[src/lmc_defines.vh]
`ifndef LMC_DEFINES_VH
`define LMC_DEFINES_VH
// Clock period in ns (100 MHz)
`define LMC_CLK_PERIOD_NS   100'd10
// Times as given, in microseconds
`define LMC_DOMINANT_TIMEOUT_US        6000
`define LMC_T_TXREL_US      10
`define LMC_T_RES_US        4000
`define LMC_T_DB_IGN_US     160
`define LMC_T_BUS_WAKE_US   30
`define LMC_T_WDOG_US       20000
// Cycle counts of the times above at 100 MHz, sized to their counters
`define LMC_DOM_CYC      20'h927C0
`define LMC_TXREL_CYC    20'h003E8
`define LMC_RES_CYC      20'h61A80
`define LMC_DB_IGN_CYC   20'h03E80
`define LMC_BUS_WAKE_CYC 20'h00BB8
`define LMC_WDOG_CYC     22'h1E8480
// Wake source codes
`define LMC_WSRC_NONE    2'h0
`define LMC_WSRC_BUS     2'h1
`define LMC_WSRC_LOCAL   2'h2
`define LMC_WSRC_IGN     2'h3
// Buffer geometry
`define LMC_BUF_W        2
`endif

[src/lmc_top.v]
// What this block does
// - Low battery supply blocks every transmission onto the bus.
// - Battery first applied: enter Fail-safe with regulator on.
// - Reset output low on regulator undervoltage or watchdog failure; 4 ms reset.
// - Normal mode: low transmit drives bus dominant, high leaves it recessive.
// - Fail-safe: transmit pin becomes output, low after local or ignition wake.
// - Transmit low beyond 6 ms forces the driver recessive.
// - Driver re-enabled only after transmit high for more than 10 us.
// - Receive output mirrors bus in Normal: high recessive, low dominant.
// - Enable high gives Normal mode, both paths on, regulator full.
// - Enable falling with transmit high enters Silent, regulator kept on.
// - Enable falling with transmit low enters Sleep, regulator off.
// - Local wake input activity wakes from Sleep or Silent; idle high.
// - Watchdog-mode input low runs watchdog; high disables it.
// - Watchdog trigger taken on falling edge of the trigger input.
// - Receive output switched off while unpowered.
// - Wake sources: bus, local wake input and ignition input.
// - Bus fall, filtered dominant, then rise: remote wake, Fail-safe, receive low.
// - A reset pulse moves the device straight to Fail-safe unless it is unpowered.
// - Fail-safe holds, bus off, until enable high, then Normal.
// - Ignition low-to-high edge wakes after a 160 us debounce.
`timescale 1ns/1ps
`include "lmc_defines.vh"
module lmc_top #(
   // Timing counts in clock cycles; a bench may scale them down to save run time
   parameter [19:0] DOM_CYC   = `LMC_DOM_CYC,
   parameter [19:0] TXREL_CYC = `LMC_TXREL_CYC,
   parameter [19:0] RES_CYC   = `LMC_RES_CYC,
   parameter [19:0] IGN_CYC   = `LMC_DB_IGN_CYC,
   parameter [19:0] BUSW_CYC  = `LMC_BUS_WAKE_CYC,
   parameter [21:0] WDOG_CYC  = `LMC_WDOG_CYC
) (
   input  wire       I_MCLK,
   input  wire       I_RSTN,
   input  wire       I_BATTERY_OK,
   input  wire       I_VCC_OK,
   input  wire       I_TX_DATA_IN,
   input  wire       I_ENABLE,
   input  wire       I_LOCAL_WAKE_N,
   input  wire       I_IGNITION_WAKE_IN,
   input  wire       I_WDOG_MODE,
   input  wire       I_WDOG_TRIGGER_N,
   input  wire       I_BUS_IN,
   output reg        O_BUS_DRV_DOM,
   output reg        O_RX_DATA_OUT,
   output reg        O_RX_DATA_OE,
   output reg        O_TX_DATA_OUT,
   output reg        O_TX_DATA_OE,
   output reg        O_RESET_OUT_N_OUT,
   output reg        O_RESET_OUT_N_OE,
   output reg        O_REG_ON,
   output reg        O_INH,
   output reg  [1:0] O_WAKE_SRC
);
   // One-hot mode states
   localparam [4:0] ST_UNPWR = 5'h01;
   localparam [4:0] ST_FSAFE = 5'h02;
   localparam [4:0] ST_NORM  = 5'h04;
   localparam [4:0] ST_SILNT = 5'h08;
   localparam [4:0] ST_SLEEP = 5'h10;

   // Synchronised pin levels
   wire bat_ok;
   wire vcc_ok;
   wire tx_in;
   wire en_in;
   wire lwake_n;
   wire ign_in;
   wire wmode;
   wire trig_n;
   wire bus_in;

   lmc_sync3 #(.RST_VAL(1'b0)) u_s_bat (.i_clk(I_MCLK), .i_rstn(I_RSTN),
      .i_d(I_BATTERY_OK), .o_q(bat_ok));
   lmc_sync3 #(.RST_VAL(1'b0)) u_s_vcc (.i_clk(I_MCLK), .i_rstn(I_RSTN),
      .i_d(I_VCC_OK), .o_q(vcc_ok));
   lmc_sync3 #(.RST_VAL(1'b1)) u_s_tx (.i_clk(I_MCLK), .i_rstn(I_RSTN),
      .i_d(I_TX_DATA_IN), .o_q(tx_in));
   lmc_sync3 #(.RST_VAL(1'b0)) u_s_en (.i_clk(I_MCLK), .i_rstn(I_RSTN),
      .i_d(I_ENABLE), .o_q(en_in));
   lmc_sync3 #(.RST_VAL(1'b1)) u_s_lw (.i_clk(I_MCLK), .i_rstn(I_RSTN),
      .i_d(I_LOCAL_WAKE_N), .o_q(lwake_n));
   lmc_sync3 #(.RST_VAL(1'b0)) u_s_ign (.i_clk(I_MCLK), .i_rstn(I_RSTN),
      .i_d(I_IGNITION_WAKE_IN), .o_q(ign_in));
   lmc_sync3 #(.RST_VAL(1'b0)) u_s_wm (.i_clk(I_MCLK), .i_rstn(I_RSTN),
      .i_d(I_WDOG_MODE), .o_q(wmode));
   lmc_sync3 #(.RST_VAL(1'b1)) u_s_trg (.i_clk(I_MCLK), .i_rstn(I_RSTN),
      .i_d(I_WDOG_TRIGGER_N), .o_q(trig_n));
   lmc_sync3 #(.RST_VAL(1'b1)) u_s_bus (.i_clk(I_MCLK), .i_rstn(I_RSTN),
      .i_d(I_BUS_IN), .o_q(bus_in));

   reg  [4:0]  state_reg;
   reg  [4:0]  state_next;
   reg         en_d_reg;
   reg         tx_d_reg;
   reg         trig_d_reg;
   reg         ign_d_reg;
   reg         lw_d_reg;
   reg  [19:0] dom_cnt_reg;
   reg         dom_lock_reg;
   reg  [19:0] rel_cnt_reg;
   reg  [19:0] res_cnt_reg;
   reg  [21:0] wd_cnt_reg;
   reg         wd_fail_reg;
   reg  [19:0] ign_cnt_reg;
   reg         ign_arm_reg;
   reg  [19:0] busw_cnt_reg;
   reg         busw_ok_reg;
   reg  [1:0]  wsrc_reg;
   reg         rwake_reg;

   wire en_fall   = en_d_reg & ~en_in;
   wire trig_fall = trig_d_reg & ~trig_n;
   wire low_power = (state_reg == ST_SILNT) | (state_reg == ST_SLEEP);
   wire rst_low   = (res_cnt_reg != 20'h00000);
   wire lw_event  = lw_d_reg & ~lwake_n;
   wire ign_wake  = ign_arm_reg & (ign_cnt_reg == IGN_CYC);
   wire bus_wake  = busw_ok_reg & bus_in;

   // Edge history of the synchronised levels
   always @(posedge I_MCLK or negedge I_RSTN) begin
      if (!I_RSTN) begin
         en_d_reg   <= 1'b0;
         tx_d_reg   <= 1'b1;
         trig_d_reg <= 1'b1;
         ign_d_reg  <= 1'b0;
         lw_d_reg   <= 1'b1;
      end else begin
         en_d_reg   <= en_in;
         tx_d_reg   <= tx_in;
         trig_d_reg <= trig_n;
         ign_d_reg  <= ign_in;
         lw_d_reg   <= lwake_n;
      end
   end

   // Mode state machine; reset output and supply loss take precedence
   always @* begin
      state_next = state_reg;
      case (state_reg)
         ST_UNPWR: begin
            if (bat_ok) begin
               state_next = ST_FSAFE;
            end
         end
         ST_FSAFE: begin
            if (en_in && !rst_low) begin
               state_next = ST_NORM;
            end
         end
         ST_NORM: begin
            if (en_fall) begin
               state_next = tx_in ? ST_SILNT : ST_SLEEP;
            end
         end
         ST_SILNT, ST_SLEEP: begin
            if (lw_event || ign_wake || bus_wake || en_in) begin
               state_next = ST_FSAFE;
            end
         end
         default: begin
            state_next = ST_FSAFE;
         end
      endcase
      if (rst_low && state_reg != ST_UNPWR) begin
         state_next = ST_FSAFE;
      end
      if (!bat_ok) begin
         state_next = ST_UNPWR;
      end
   end

   always @(posedge I_MCLK or negedge I_RSTN) begin
      if (!I_RSTN) begin
         state_reg <= ST_UNPWR;
      end else begin
         state_reg <= state_next;
      end
   end

   // Dominant time-out and release timer; lock lifts only after a long high
   always @(posedge I_MCLK or negedge I_RSTN) begin
      if (!I_RSTN) begin
         dom_cnt_reg  <= 20'h00000;
         dom_lock_reg <= 1'b0;
         rel_cnt_reg  <= 20'h00000;
      end else begin
         if (tx_in) begin
            dom_cnt_reg <= 20'h00000;
         end else if (dom_cnt_reg != DOM_CYC) begin
            dom_cnt_reg <= dom_cnt_reg + 20'h00001;
         end
         if (!tx_in) begin
            rel_cnt_reg <= 20'h00000;
         end else if (rel_cnt_reg != TXREL_CYC) begin
            rel_cnt_reg <= rel_cnt_reg + 20'h00001;
         end
         if (!tx_in && dom_cnt_reg == DOM_CYC) begin
            dom_lock_reg <= 1'b1;
         end else if (tx_in && rel_cnt_reg == TXREL_CYC) begin
            dom_lock_reg <= 1'b0;
         end
      end
   end

   // Watchdog: a trigger must arrive within the period unless disabled
   always @(posedge I_MCLK or negedge I_RSTN) begin
      if (!I_RSTN) begin
         wd_cnt_reg  <= 22'h000000;
         wd_fail_reg <= 1'b0;
      end else begin
         wd_fail_reg <= 1'b0;
         if (wmode || rst_low || state_reg == ST_UNPWR || low_power) begin
            wd_cnt_reg <= 22'h000000;
         end else if (trig_fall) begin
            wd_cnt_reg <= 22'h000000;
         end else if (wd_cnt_reg == WDOG_CYC) begin
            wd_cnt_reg  <= 22'h000000;
            wd_fail_reg <= 1'b1;
         end else begin
            wd_cnt_reg <= wd_cnt_reg + 22'h000001;
         end
      end
   end

   // Reset pulse: undervoltage or watchdog failure, restart on each cause
   always @(posedge I_MCLK or negedge I_RSTN) begin
      if (!I_RSTN) begin
         res_cnt_reg <= RES_CYC;
      end else if (!bat_ok || !vcc_ok || wd_fail_reg) begin
         res_cnt_reg <= RES_CYC;
      end else if (rst_low) begin
         res_cnt_reg <= res_cnt_reg - 20'h00001;
      end
   end

   // Ignition debounce: rising edge arms, level must hold for the filter time
   always @(posedge I_MCLK or negedge I_RSTN) begin
      if (!I_RSTN) begin
         ign_cnt_reg <= 20'h00000;
         ign_arm_reg <= 1'b0;
      end else begin
         if (ign_in && !ign_d_reg) begin
            ign_arm_reg <= 1'b1;
            ign_cnt_reg <= 20'h00000;
         end else if (!ign_in || ign_wake) begin
            ign_arm_reg <= 1'b0;
            ign_cnt_reg <= 20'h00000;
         end else if (ign_arm_reg) begin
            ign_cnt_reg <= ign_cnt_reg + 20'h00001;
         end
      end
   end

   // Bus wake filter: dominant must last the filter time before the rise
   always @(posedge I_MCLK or negedge I_RSTN) begin
      if (!I_RSTN) begin
         busw_cnt_reg <= 20'h00000;
         busw_ok_reg  <= 1'b0;
      end else begin
         if (!low_power || bus_in) begin
            busw_cnt_reg <= 20'h00000;
            busw_ok_reg  <= 1'b0;
         end else if (busw_cnt_reg != BUSW_CYC) begin
            busw_cnt_reg <= busw_cnt_reg + 20'h00001;
         end else begin
            busw_ok_reg <= 1'b1;
         end
      end
   end

   // Last wake source and remote wake flag; new wake wins over clearing
   always @(posedge I_MCLK or negedge I_RSTN) begin
      if (!I_RSTN) begin
         wsrc_reg  <= `LMC_WSRC_NONE;
         rwake_reg <= 1'b0;
      end else if (low_power && lw_event) begin
         wsrc_reg  <= `LMC_WSRC_LOCAL;
         rwake_reg <= 1'b0;
      end else if (low_power && ign_wake) begin
         wsrc_reg  <= `LMC_WSRC_IGN;
         rwake_reg <= 1'b0;
      end else if (low_power && bus_wake) begin
         wsrc_reg  <= `LMC_WSRC_BUS;
         rwake_reg <= 1'b1;
      end else if (state_reg == ST_NORM) begin
         rwake_reg <= 1'b0;
      end
   end

   // Two-entry skid buffer on the transmit path; once a driver stall fills it, new samples are dropped
   wire       buf_in_valid = (tx_in != tx_d_reg) | 1'b1;
   wire       buf_in_ready;
   wire       buf_out_valid;
   wire       buf_out_data;
   wire       drv_ready    = ~dom_lock_reg | tx_in;
   lmc_buf2 u_buf (
      .i_clk     (I_MCLK),
      .i_rstn    (I_RSTN),
      .i_valid   (buf_in_valid),
      .o_ready   (buf_in_ready),
      .i_data    (tx_in),
      .o_valid   (buf_out_valid),
      .i_ready   (drv_ready),
      .o_data    (buf_out_data)
   );

   // Outputs decoded from state, all registered
   always @(posedge I_MCLK or negedge I_RSTN) begin
      if (!I_RSTN) begin
         O_BUS_DRV_DOM     <= 1'b0;
         O_RX_DATA_OUT     <= 1'b1;
         O_RX_DATA_OE      <= 1'b0;
         O_TX_DATA_OUT     <= 1'b1;
         O_TX_DATA_OE      <= 1'b0;
         O_RESET_OUT_N_OUT <= 1'b0;
         O_RESET_OUT_N_OE  <= 1'b1;
         O_REG_ON          <= 1'b0;
         O_INH             <= 1'b0;
         O_WAKE_SRC        <= `LMC_WSRC_NONE;
      end else begin
         O_BUS_DRV_DOM <= (state_reg == ST_NORM) & bat_ok & ~dom_lock_reg &
                          buf_out_valid & ~buf_out_data & buf_in_ready;
         O_RX_DATA_OE  <= (state_reg != ST_UNPWR);
         case (state_reg)
            ST_NORM:  O_RX_DATA_OUT <= bus_in;
            ST_FSAFE: O_RX_DATA_OUT <= ~rwake_reg;
            ST_SLEEP: O_RX_DATA_OUT <= 1'b0;
            default:  O_RX_DATA_OUT <= 1'b1;
         endcase
         O_TX_DATA_OE  <= (state_reg == ST_FSAFE) &
                          ((wsrc_reg == `LMC_WSRC_LOCAL) | (wsrc_reg == `LMC_WSRC_IGN));
         O_TX_DATA_OUT <= 1'b0;
         O_RESET_OUT_N_OUT <= 1'b0;
         O_RESET_OUT_N_OE  <= rst_low | (state_reg == ST_SLEEP);
         O_REG_ON <= (state_reg == ST_FSAFE) | (state_reg == ST_NORM) |
                     (state_reg == ST_SILNT);
         O_INH    <= ((state_reg == ST_FSAFE) | (state_reg == ST_NORM)) & ~rst_low;
         O_WAKE_SRC <= wsrc_reg;
      end
   end
endmodule // lmc_top

// Two-entry valid/ready buffer
module lmc_buf2 (
   input  wire i_clk,
   input  wire i_rstn,
   input  wire i_valid,
   output wire o_ready,
   input  wire i_data,
   output wire o_valid,
   input  wire i_ready,
   output wire o_data
);
   reg [`LMC_BUF_W-1:0] mem_reg;
   reg [1:0]            cnt_reg;
   reg                  rd_reg;
   reg                  wr_reg;
   wire push = i_valid & o_ready;
   wire pop  = o_valid & i_ready;

   assign o_ready = (cnt_reg != 2'h2);
   assign o_valid = (cnt_reg != 2'h0);
   assign o_data  = mem_reg[rd_reg];

   // Pointer and storage update; stalled reader lets the buffer fill
   always @(posedge i_clk or negedge i_rstn) begin
      if (!i_rstn) begin
         mem_reg <= 2'h3;
         cnt_reg <= 2'h0;
         rd_reg  <= 1'b0;
         wr_reg  <= 1'b0;
      end else begin
         if (push) begin
            mem_reg[wr_reg] <= i_data;
            wr_reg          <= ~wr_reg;
         end
         if (pop) begin
            rd_reg <= ~rd_reg;
         end
         if (push && !pop) begin
            cnt_reg <= cnt_reg + 2'h1;
         end else if (pop && !push) begin
            cnt_reg <= cnt_reg - 2'h1;
         end
      end
   end
endmodule // lmc_buf2

[src/lmc_sync3.v]
`timescale 1ns/1ps
`include "lmc_defines.vh"
// Three-stage synchroniser; output changes once stages two and three agree
module lmc_sync3 #(
   parameter RST_VAL = 1'b1
) (
   input  wire i_clk,
   input  wire i_rstn,
   input  wire i_d,
   output reg  o_q
);
   reg s1_reg;
   reg s2_reg;
   reg s3_reg;

   // Stage one is read only by stage two
   always @(posedge i_clk or negedge i_rstn) begin
      if (!i_rstn) begin
         s1_reg <= RST_VAL;
         s2_reg <= RST_VAL;
         s3_reg <= RST_VAL;
         o_q    <= RST_VAL;
      end else begin
         s1_reg <= i_d;
         s2_reg <= s1_reg;
         s3_reg <= s2_reg;
         if (s2_reg == s3_reg) begin
            o_q <= s3_reg;
         end
      end
   end
endmodule // lmc_sync3

[config.mk]
export PLATFORM = sky130hd
export DESIGN_NAME = lmc_top
export DESIGN_NICKNAME = d
export VERILOG_FILES = /design/src/lmc_top.v /design/src/lmc_sync3.v
export VERILOG_INCLUDE_DIRS = /design/src
export SDC_FILE = /design/constraint.sdc
export NUM_CORES = 1
export LEC_CHECK = 0
export ABC_AREA = 1
export BUFFER_PORTS_ARGS = -buffer_cell sky130_fd_sc_hd__clkbuf_2
export CORE_MARGIN = 2
export CORE_UTILIZATION = 55
export CTS_BUF_LIST = sky130_fd_sc_hd__clkbuf_16
export DETAILED_ROUTE_END_ITERATION = 8
export GPL_ROUTABILITY_DRIVEN = 0
export HOLD_SLACK_MARGIN = 0.08
export PLACE_DENSITY = 0.72
export SETUP_SLACK_MARGIN = 0.4
export SYNTH_ARGS = -nofsm -noshare
export SYNTH_HDL_FRONTEND = slang
export SYNTH_SLANG_ARGS = --single-unit
[constraint.sdc]
create_clock -name I_MCLK -period 1.8 [get_ports I_MCLK]
set_input_delay 0.36 -clock I_MCLK [delete_from_list [all_inputs] [get_ports I_MCLK]]
set_output_delay 0.36 -clock I_MCLK [all_outputs]
set_load 0.005 [all_outputs]
# After elaboration in Yosys (flattened, before gate mapping)
# Index checks and enable logic that the tools add are counted.
dict set report totals {
  register_bits 190
  output_inout_bits 11
  word_cells 223
}
dict set report classes {
  addsub 8
  n_lt_le_gt_ge 3
  eq_ne 30
  n_mux 45
  n_bitwise 28
  n_reduce_logical 43
}
# operator count
set ops {}
lappend ops {{20-bit 2-to-1 mux} 11}
lappend ops {{20-bit by 1-bit adder with 20-bit output, second input constant} 4}
lappend ops {{22-bit 2-to-1 mux} 3}
lappend ops {{5-bit 2-to-1 mux} 6}
lappend ops {{22-bit by 1-bit adder with 22-bit output, second input constant} 1}
lappend ops {{22-bit by 21-bit == test with 1-bit output, second input constant} 1}
lappend ops {{20-bit by 10-bit == test with 1-bit output, second input constant} 1}
lappend ops {{20-bit by 14-bit == test with 1-bit output, second input constant} 1}
lappend ops {{20-bit == test, second input constant} 1}
lappend ops {{20-bit by 10-bit != test with 1-bit output, second input constant} 1}
lappend ops {{20-bit by 12-bit != test with 1-bit output, second input constant} 1}
lappend ops {{20-bit != test, second input constant} 1}
lappend ops {{20-bit nonzero test} 1}
lappend ops {{20-bit by 1-bit subtractor with 20-bit output, second input constant} 1}
lappend ops {{1-bit 2-to-1 mux} 16}
lappend ops {{5-bit case mux with 3 select lines} 1}
lappend ops {{2-bit nonzero test} 7}
lappend ops {{1-bit bitwise AND} 13}
lappend ops {{4-bit != test, second input constant} 3}
lappend ops {{1-bit logical AND} 11}
lappend ops {{1-bit logical OR} 10}
lappend ops {{2-bit 2-to-1 mux} 5}
lappend ops {{1-bit == test} 9}
lappend ops {{1-bit zero test} 9}
lappend ops {{21 further kinds} 39}

# Depth between registers and ports, before layout
# Gate-level depths: netlist of the first run.
dict set report logic_depth {
  depth_word 9
  depth_mapped 11
}

# By module
# From an unflattened synthesis of the first run, not the netlist that was laid out.
dict set report hier_totals {
  hier_cells 1097
  area_unflattened_um2 9196.3
}
# module instances cells_each area_per_inst_um2 seq_area_each_um2
set by_module_without_submodules {}
lappend by_module_without_submodules {lmc_top 1 984 7801.2 3718.6}
lappend by_module_without_submodules {{lmc_sync3 at u_s_bat ...} 5 8 116.4 100.1}
lappend by_module_without_submodules {{lmc_sync3 at u_s_bus ...} 4 8 121.4 105.1}
lappend by_module_without_submodules {lmc_buf2 1 41 327.8 152.6}

# Worst setup path after synthesis of the first run
# Ideal clock, no wire load.
dict set report synth_timing {
  path_type {reg2reg}
  start {register res_cnt_reg[0]}
  end {register wd_cnt_reg[17]}
  arrival_ps 1588
  path_slack_ps 139
  path_stages_with_launch 11
  period_less_slack_ps 1661
  path_cell_list {dfrtp_1 -> inv_1 -> ha_1 -> nand2_2 -> nor2_4 -> nand3b_4 -> nor2_4 -> inv_2 -> nor2_8 -> nand2_1 -> a21oi_2}
}
dict set report synth_between {
  elab_chain_cells 5
}
# element line_no
set synth_lines {}
lappend synth_lines {{start: declaration} lmc_top.v:102} ;# reg [19:0] res_cnt_reg;
lappend synth_lines {{start signal: assignment} lmc_top.v:233} ;# res_cnt_reg <= res_cnt_reg - 20'h00001;
lappend synth_lines {{20-bit nonzero test} lmc_top.v:115} ;# wire rst_low = (res_cnt_reg != 20'h00000);
lappend synth_lines {{1-bit logical OR (3 in series)} lmc_top.v:213} ;# if (wmode || rst_low || state_reg == ST_UNPWR || low_power) begin
lappend synth_lines {{22-bit 2-to-1 mux} lmc_top.v:213}
lappend synth_lines {{end signal: assignment} lmc_top.v:221} ;# wd_cnt_reg <= wd_cnt_reg + 22'h000001;
lappend synth_lines {{end: declaration} lmc_top.v:103} ;# reg [21:0] wd_cnt_reg;
# No other way between the ends.
# A chain may end at the register's enable or synchronous reset.

# Worst setup path after layout of the first run
dict set report layout_timing {
  start {register state_reg[3]}
  end {register state_reg[4]}
}
dict set report layout_between {
  elab_chain_cells 5
  word_cells_on_any_way 14
}
# element line_no
set layout_lines {}
lappend layout_lines {{start: declaration} lmc_top.v:92} ;# reg [4:0] state_reg;
lappend layout_lines {{start signal: assignment} lmc_top.v:177} ;# state_reg <= state_next;
lappend layout_lines {{5-bit == test / 5-bit by 4-bit == test with 1-bit output (equally long branches)} lmc_top.v:140} ;# case (state_reg)
lappend layout_lines {{2-bit OR reduction} lmc_top.v:140}
lappend layout_lines {{5-bit case mux with 3 select lines} lmc_top.v:140}
lappend layout_lines {{5-bit 2-to-1 mux} lmc_top.v:165} ;# if (rst_low && state_reg != ST_UNPWR) begin
lappend layout_lines {{5-bit 2-to-1 mux} lmc_top.v:168} ;# if (!bat_ok) begin
# Parallel ways exist; a longest one is shown, timed or not.

==> results.toml, run 1 <==
[power]
p_per_area_nw_per_um2 = 737.8
pwr-share-comb = 0.122
leakagePower_nw = 5.647
p_switching_mw = 2.550
peakVddDrop_uv = 917.3
clock_power_share = 0.399
power.internal_mw = 7.001
switching_share = 0.2670
seqPwrFrac = 0.478

[min_path]
hp-class = "reg2reg"
worstHoldStart = "u_s_ign.s1_reg"
min_to = "u_s_ign.s2_reg"
whs_path_depth = 0

[worst_setup_path]
cp.arrival_ps = 2140
reg2reg_slack_ps = 40
max_stage_delay_ps = 420
cp.required_ps = 2190
critPathCaptureType = "flip-flop"
r2r-start = "state_reg[3]"
path_buf_inv = 2
cp_max_fo = 4
cp-start-kind = "flip-flop"
crit_chain = "inv_1 > nor2_1 > nand3_2 > buf_4 > a21oi_2 > nand3_2 > nand2_2 > nand2_4 > nand2_4 > nand2_2 > nand2_1"
reg2reg_depth = 11
cpLargestDelayFamily = "simple AND/OR/NAND/NOR gates"
slowest_stage = "dfrtp_1"
path_class = "reg2reg"
reg2reg_to = "state_reg[4]"

[drt]
dr.pass1.iters = 5
wl_per_cell_um = 17.09
wl_mm = 24.96
drt_iter0_drc = 590
detail_route.vias_per_cell = 5.574
final_antenna_net_count = 0
drc = 0
vias = 8144

[grt]
grt_max_degree = 45
gr-max-usage-layer = "met2"
grt_use_met1 = 0.3363
grt_use_total = 0.2486
overflow = 0
grt_pass1_wl_mm = 35.38
met2_usage = 0.4094
antenna_found_initial = 0
met3_usage = 0.04938
grt_pass1_vias = 7637

[cells_and_area]
num-nets-final = 1255
fillCellCount = 835
multi_input_area_sq_um = 4982
layout-drive-gt1-share = 0.4554
antenna-diode-count = 0
area_growth_pct = 45.37
final_core_util = 0.8179
largest_reg_flops = 22
final_area_sq_um = 12940
final_cells = 1461
register_area_sq_um = 4810

[timing]
tns_ps = 0
rsz0062_at_grt = "yes"
maxSlewViolCount = 0
finalHoldViolations = 0
skew_ps = 11.66
whs_ps = 352.2
fmax_mhz = 569.0
setup_violations = 0
layout_min_cycle_time_ps = 1757
post-route-period-util = 0.9763

[synth]
synth_area_sq_um = 8905
synth-seq-cells = 190
seq_area_frac_synth = 0.5381
synthCells = 1031
synth_area_leaders = "dfrtp_1 45%, dfstp_2 8.9%, nand2_1 7.3%, inv_1 6.2%, nor2_1 6.0%"
synth-main-ff-cell = "dfrtp_1"
synth_common_cells = "172 x nand2_1, 160 x dfrtp_1, 148 x inv_1"
synth-edff-count = 0
yosysMostFrequentCell = "nand2_1"
synth_cell_types = 49
yosys_warnings = 0
async_reset_ff_frac = 1.000
synth_top_area_share = 0.4496
synth_top_area_cell = "dfrtp_1"
synthesis.area_per_instance_sq_um = 8.637

[die]
core_sq_um = 15830
ios = 22
placementRows = 46
die_x_um = 131.2
die_height_um = 131.2
start_util = 0.5626
die_area_sq_um = 17220

[clocking]
clkTransAtPathRegs_ps = 70
cts-root-buf = "clkbuf_16"
cts_tree = "yes"
cts_max_level = 4
cts_sinks = 190
clock_latency_ps = 450
numCtsBuffers = 17
cts.path.max_buffers = 2

[placement]
place_area_sq_um = 9603
dpl.hpwl_mm = 12.14
dp_cells = 1280
io_buffers = 20

[flow_run]
drv_cap = 0

[outcome]
status = "finished, final reports clean"
-- power by group through the flow --
stage / Combinational [mW] / Clock (mW) / Sequential [mW]
2_1_floorplan: 0.400 / 0 / 4.59
3_3_place_gp: 0.631 / 0 / 4.62
3_5_place_dp: 0.645 / 0 / 4.63
4_1_cts: 0.884 / 3.85 / 4.55
5_1_grt: 1.26 / 4.04 / 4.58
6_report: 1.17 / 3.81 / 4.57
-- routing by layer --
metal	up-vias	wire, um
li1	3781	-
met1	4033	10110
met2	253	13030
met3	77	981
met4	0	849
met5	-	0
-- cells in the final DEF, fill, tap and decap left out, drive strengths merged, types with 2 or more instances in the layout --
cell         count
nand2          177
dfrtp          160
nor2           160
inv            159
buf            158
a21oi           61
nand3           61
o21ai           60
nor3            45
clkbuf          38
dfstp           30
nand4           22
nor4            13
ha              12
xor2            10
dlygate4sd3     10
maj3             9
xnor2            9
a31oi            8
clkinv           6
a211oi           4
o21a             4
nor3b            3
nand3b           3
o22ai            3
conb             2
a221oi           2
bufinv           2
a21boi           2
o211ai           2
or2              2
-- how the worst max path moves through the flow --
stage / from / end / slack [ps] / cells after the start
CTS: wd_cnt_reg[1] / wd_cnt_reg[18] / 120 / 9
detailed placement: res_cnt_reg[0] / wd_cnt_reg[18] / 50 / 8
global route: state_reg[3] / state_reg[4] / -8 / 11
global placement: state_reg[2] / busw_cnt_reg[0] / 120 / 8
floorplan: res_cnt_reg[0] / wd_cnt_reg[17] / 270 / 10
finish: state_reg[3] / state_reg[4] / 40 / 11
-- per-stage QoR --
stage          setup WS, ps  power, mW
2_1_floorplan         267.2      4.990
3_3_place_gp          124.1      5.256
3_5_place_dp          45.29      5.275
4_1_cts               116.7      9.287
5_1_grt              -8.494      9.886
6_report              42.58      9.551
-- kinds of logic after synthesis --
logic type	count (synthesis)	share of synthesized area
compound gates	152	0.09513
xor+xnor	19	0.01869
fa+ha+maj	21	0.02698
buf+inv	162	0.07025
flops	190	0.5381
other cells	1	0.0004211
simple gates	486	0.2504
-- timing repair --
item                       4_1_cts  5_1_grt
gates resized for setup        185      269
hold endpoints to repair        42        0
gates cloned                     2        1
hold buffers                    10        0
pin swaps                       81       93
setup endpoints to repair      128      133
buffers inserted                85       51
-- area by class of cell --
class / instances / area share
clock inverters: 15 / 0.01228
clock buffers: 17 / 0.03286
multi-input cells: 681 / 0.3849
flip-flops and latches: 190 / 0.3715
well taps: 216 / 0.02088
repair inverters: 1 / 0.0006766
inverters: 152 / 0.04726
repair buffers: 189 / 0.1296
(Power assumes the default switching activity.)
==> run 2: changes to the inputs <==
Settings changed: CORE_ASPECT_RATIO from default to 1.1, PLACE_DENSITY 0.72 to 0.71, SYNTH_HIERARCHICAL from default to 1.
==> results.toml, run 2 <==
[clocking]
clock_latency_ps = 450
numCtsBuffers = 17
cts_tree = "yes"
cts-root-buf = "clkbuf_16"
cts_max_level = 4
cts_sinks = 190
cts.path.max_buffers = 2
clkTransAtPathRegs_ps = 80

[synth]
synth_fa_ha_area_frac = 0.01633
synth_common_cells = "188 x nand2_1, 164 x inv_1, 160 x dfrtp_1"
synth_cell_types = 49
async_reset_ff_frac = 1.000
yosys_warnings = 6
synth-edff-count = 0
synthCells = 1097
synth-main-ff-cell = "dfrtp_1"
synth_xor_area_frac = 0.01524
seq_area_frac_synth = 0.5211
synthSimpleGateAreaFrac = 0.2795
synth_top_family_by_area = "simple AND/OR/NAND/NOR gates"
synth_top_area_share = 0.4354
synthMuxAreaShare = 0
synth_top_area_cell = "dfrtp_1"
synth_compound_area_frac = 0.08952
synthesis.area_per_instance_sq_um = 8.383
yosysMostFrequentCell = "nand2_1"
synth-seq-cells = 190
synth_area_sq_um = 9196
synth_area_leaders = "dfrtp_1 44%, dfstp_2 8.6%, nand2_1 7.7%, inv_1 6.7%, nor2_1 5.9%"

[placement]
place_area_sq_um = 9931
io_buffers = 20
dpl.hpwl_mm = 12.42
dp_cells = 1339

[drt]
final_antenna_net_count = 0
wl_mm = 28.67
drt_iter0_drc = 676
drc = 0
dr.pass1.iters = 5
detail_route.vias_per_cell = 5.840
vias = 9005
wl_per_cell_um = 18.59

[power]
switching_share = 0.3082
peakVddDrop_uv = 761.1
pwr-share-comb = 0.172
p_switching_mw = 3.171
seqPwrFrac = 0.458
leakagePower_nw = 6.061
clock_power_share = 0.369
p_total_mw = 10.29
p_per_area_nw_per_um2 = 748.3
power.internal_mw = 7.120

[die]
die_area_sq_um = 17770
die_x_um = 127.3
placementRows = 49
core_sq_um = 16370
start_util = 0.5618
ios = 22
die_height_um = 139.6

[timing]
finalHoldViolations = 0
fmax_mhz = 554.0
maxSlewViolCount = 0
setup_violations = 1
worst_slack_ps = -5.127
skew_ps = 10.06
tns_ps = -5.127
whs_ps = 353.6
post-route-period-util = 1.003
rsz0062_at_grt = "yes"
layout_min_cycle_time_ps = 1805

[cells_and_area]
final_common_cell = "dfrtp_1"
antenna-diode-count = 0
multi_input_area_sq_um = 5451
fillCellCount = 811
register_area_sq_um = 4806
final_area_sq_um = 13750
area_growth_pct = 49.55
largest_reg_flops = 22
final_cells = 1542
num-nets-final = 1348
layout-drive-gt1-share = 0.4596
mostFrequentLayoutCells = "149 x dfrtp_1, 136 x inv_1, 132 x nand2_1"

[grt]
grt_use_met1 = 0.3160
gr-max-usage-layer = "met2"
grt_pass1_wl_mm = 36.60
grt_use_total = 0.2520
met3_usage = 0.04652
antenna_found_initial = 0
overflow = 0
met2_usage = 0.4329
grt_max_degree = 42
grt_pass1_vias = 8089

[worst_setup_path]
slowest_stage = "dfrtp_1"
cp.arrival_ps = 2140
cpLargestDelayFamily = "simple AND/OR/NAND/NOR gates"
max_stage_delay_ps = 450
path_class = "reg2reg"
cp_max_fo = 5
worst_path_most_repeated_cell = "nand3_4"
path_buf_inv = 1
cp-start-kind = "flip-flop"
cp.required_ps = 2130
crit_chain = "nor2_4 > nand3_4 > buf_4 > a21oi_1 > nand3_2 > nand2_2 > nand3_4 > nand4_1 > nand2_1"
critPathCaptureType = "flip-flop"

[flow_run]
drv_cap = 0

[outcome]
status = "complete, but fails checks"
violations = "negative setup slack"

[min_path]
hp-class = "reg2reg"
run 2: cell types whose count changed in the layout (fill, tap and decap cells not counted), sizes merged, moves of 7 or more:
cell | previous run | this run
maj3 | 9 | 0
nand2 | 177 | 199
a21oi | 61 | 74
o21ai | 60 | 51
nor4 | 13 | 20
buf | 158 | 182
inv | 159 | 182
nor3 | 45 | 55
nand3 | 61 | 73
run 2: per-stage QoR:
step,setup WS (ps),utilization
floorplan,194.8,-
global route,-119.2,0.8402
detailed placement,15.56,0.6067
finish,-5.127,0.8402
CTS,56.06,0.7342
global placement,53.47,0.6067
run 2: cell families after synthesis:
kind of cell    after synthesis
simple gates                541
buf+inv                     185
flops                       190
xor+xnor                     16
fa+ha+maj                    12
compound gates              151
other cells                   2
run 2: layout make-up:
| cell class | instances | share of cell area |
|---|---|---|
| Inverter | 174 | 0.05267 |
| Timing Repair inverter | 3 | 0.003002 |
| Tap cell | 204 | 0.01856 |
| Sequential cell | 190 | 0.3494 |
| Clock buffer | 17 | 0.03093 |
| Timing Repair Buffer | 211 | 0.1371 |
| Multi-Input combinational cell | 728 | 0.3964 |
| Clock inverter | 15 | 0.01192 |
run 2: power groups by stage:
stage | registers [mW] | clock network [mW] | logic (mW)
2_1_floorplan | 4.72 | 0 | 0.733
3_3_place_gp | 4.74 | 0 | 0.992
3_5_place_dp | 4.75 | 0 | 1.03
4_1_cts | 4.68 | 3.81 | 1.34
5_1_grt | 4.74 | 3.99 | 1.91
6_report | 4.72 | 3.80 | 1.78
run 2: metal layers:
layer	vias up	wire [um]
li1	4029	-
met1	4463	10540
met2	377	15140
met3	136	1286
met4	0	1706
met5	-	0
run 2: repair_timing:
action | CTS | global route
endpoints found under the setup margin | 117 | 127
resized for setup | 191 | 293
pin swaps | 86 | 107
hold buffers | 10 | 0
cloned | 3 | 2
hold endpoints to repair | 45 | 0
setup buffers | 88 | 68
run 2: path summary, 6_finish.rpt:
| kind | slack, ps | depth (start not counted) | start | to |
|---|---|---|---|---|
| max in group asynchronous | 760 | 3 | I_RSTN | dom_cnt_reg[8] |
| min in group asynchronous | 410 | 2 | I_RSTN | ign_cnt_reg[16] |
| worst min-delay path | 350 | 0 | u_s_wm/s1_reg | u_s_wm/s2_reg |
| worst min register to register | 350 | 0 | u_s_wm/s1_reg | u_s_wm/s2_reg |
| worst max-delay path | -5 | 9 | state_reg[3] | state_reg[1] |
| worst max register to register | -5 | 9 | state_reg[3] | state_reg[1] |
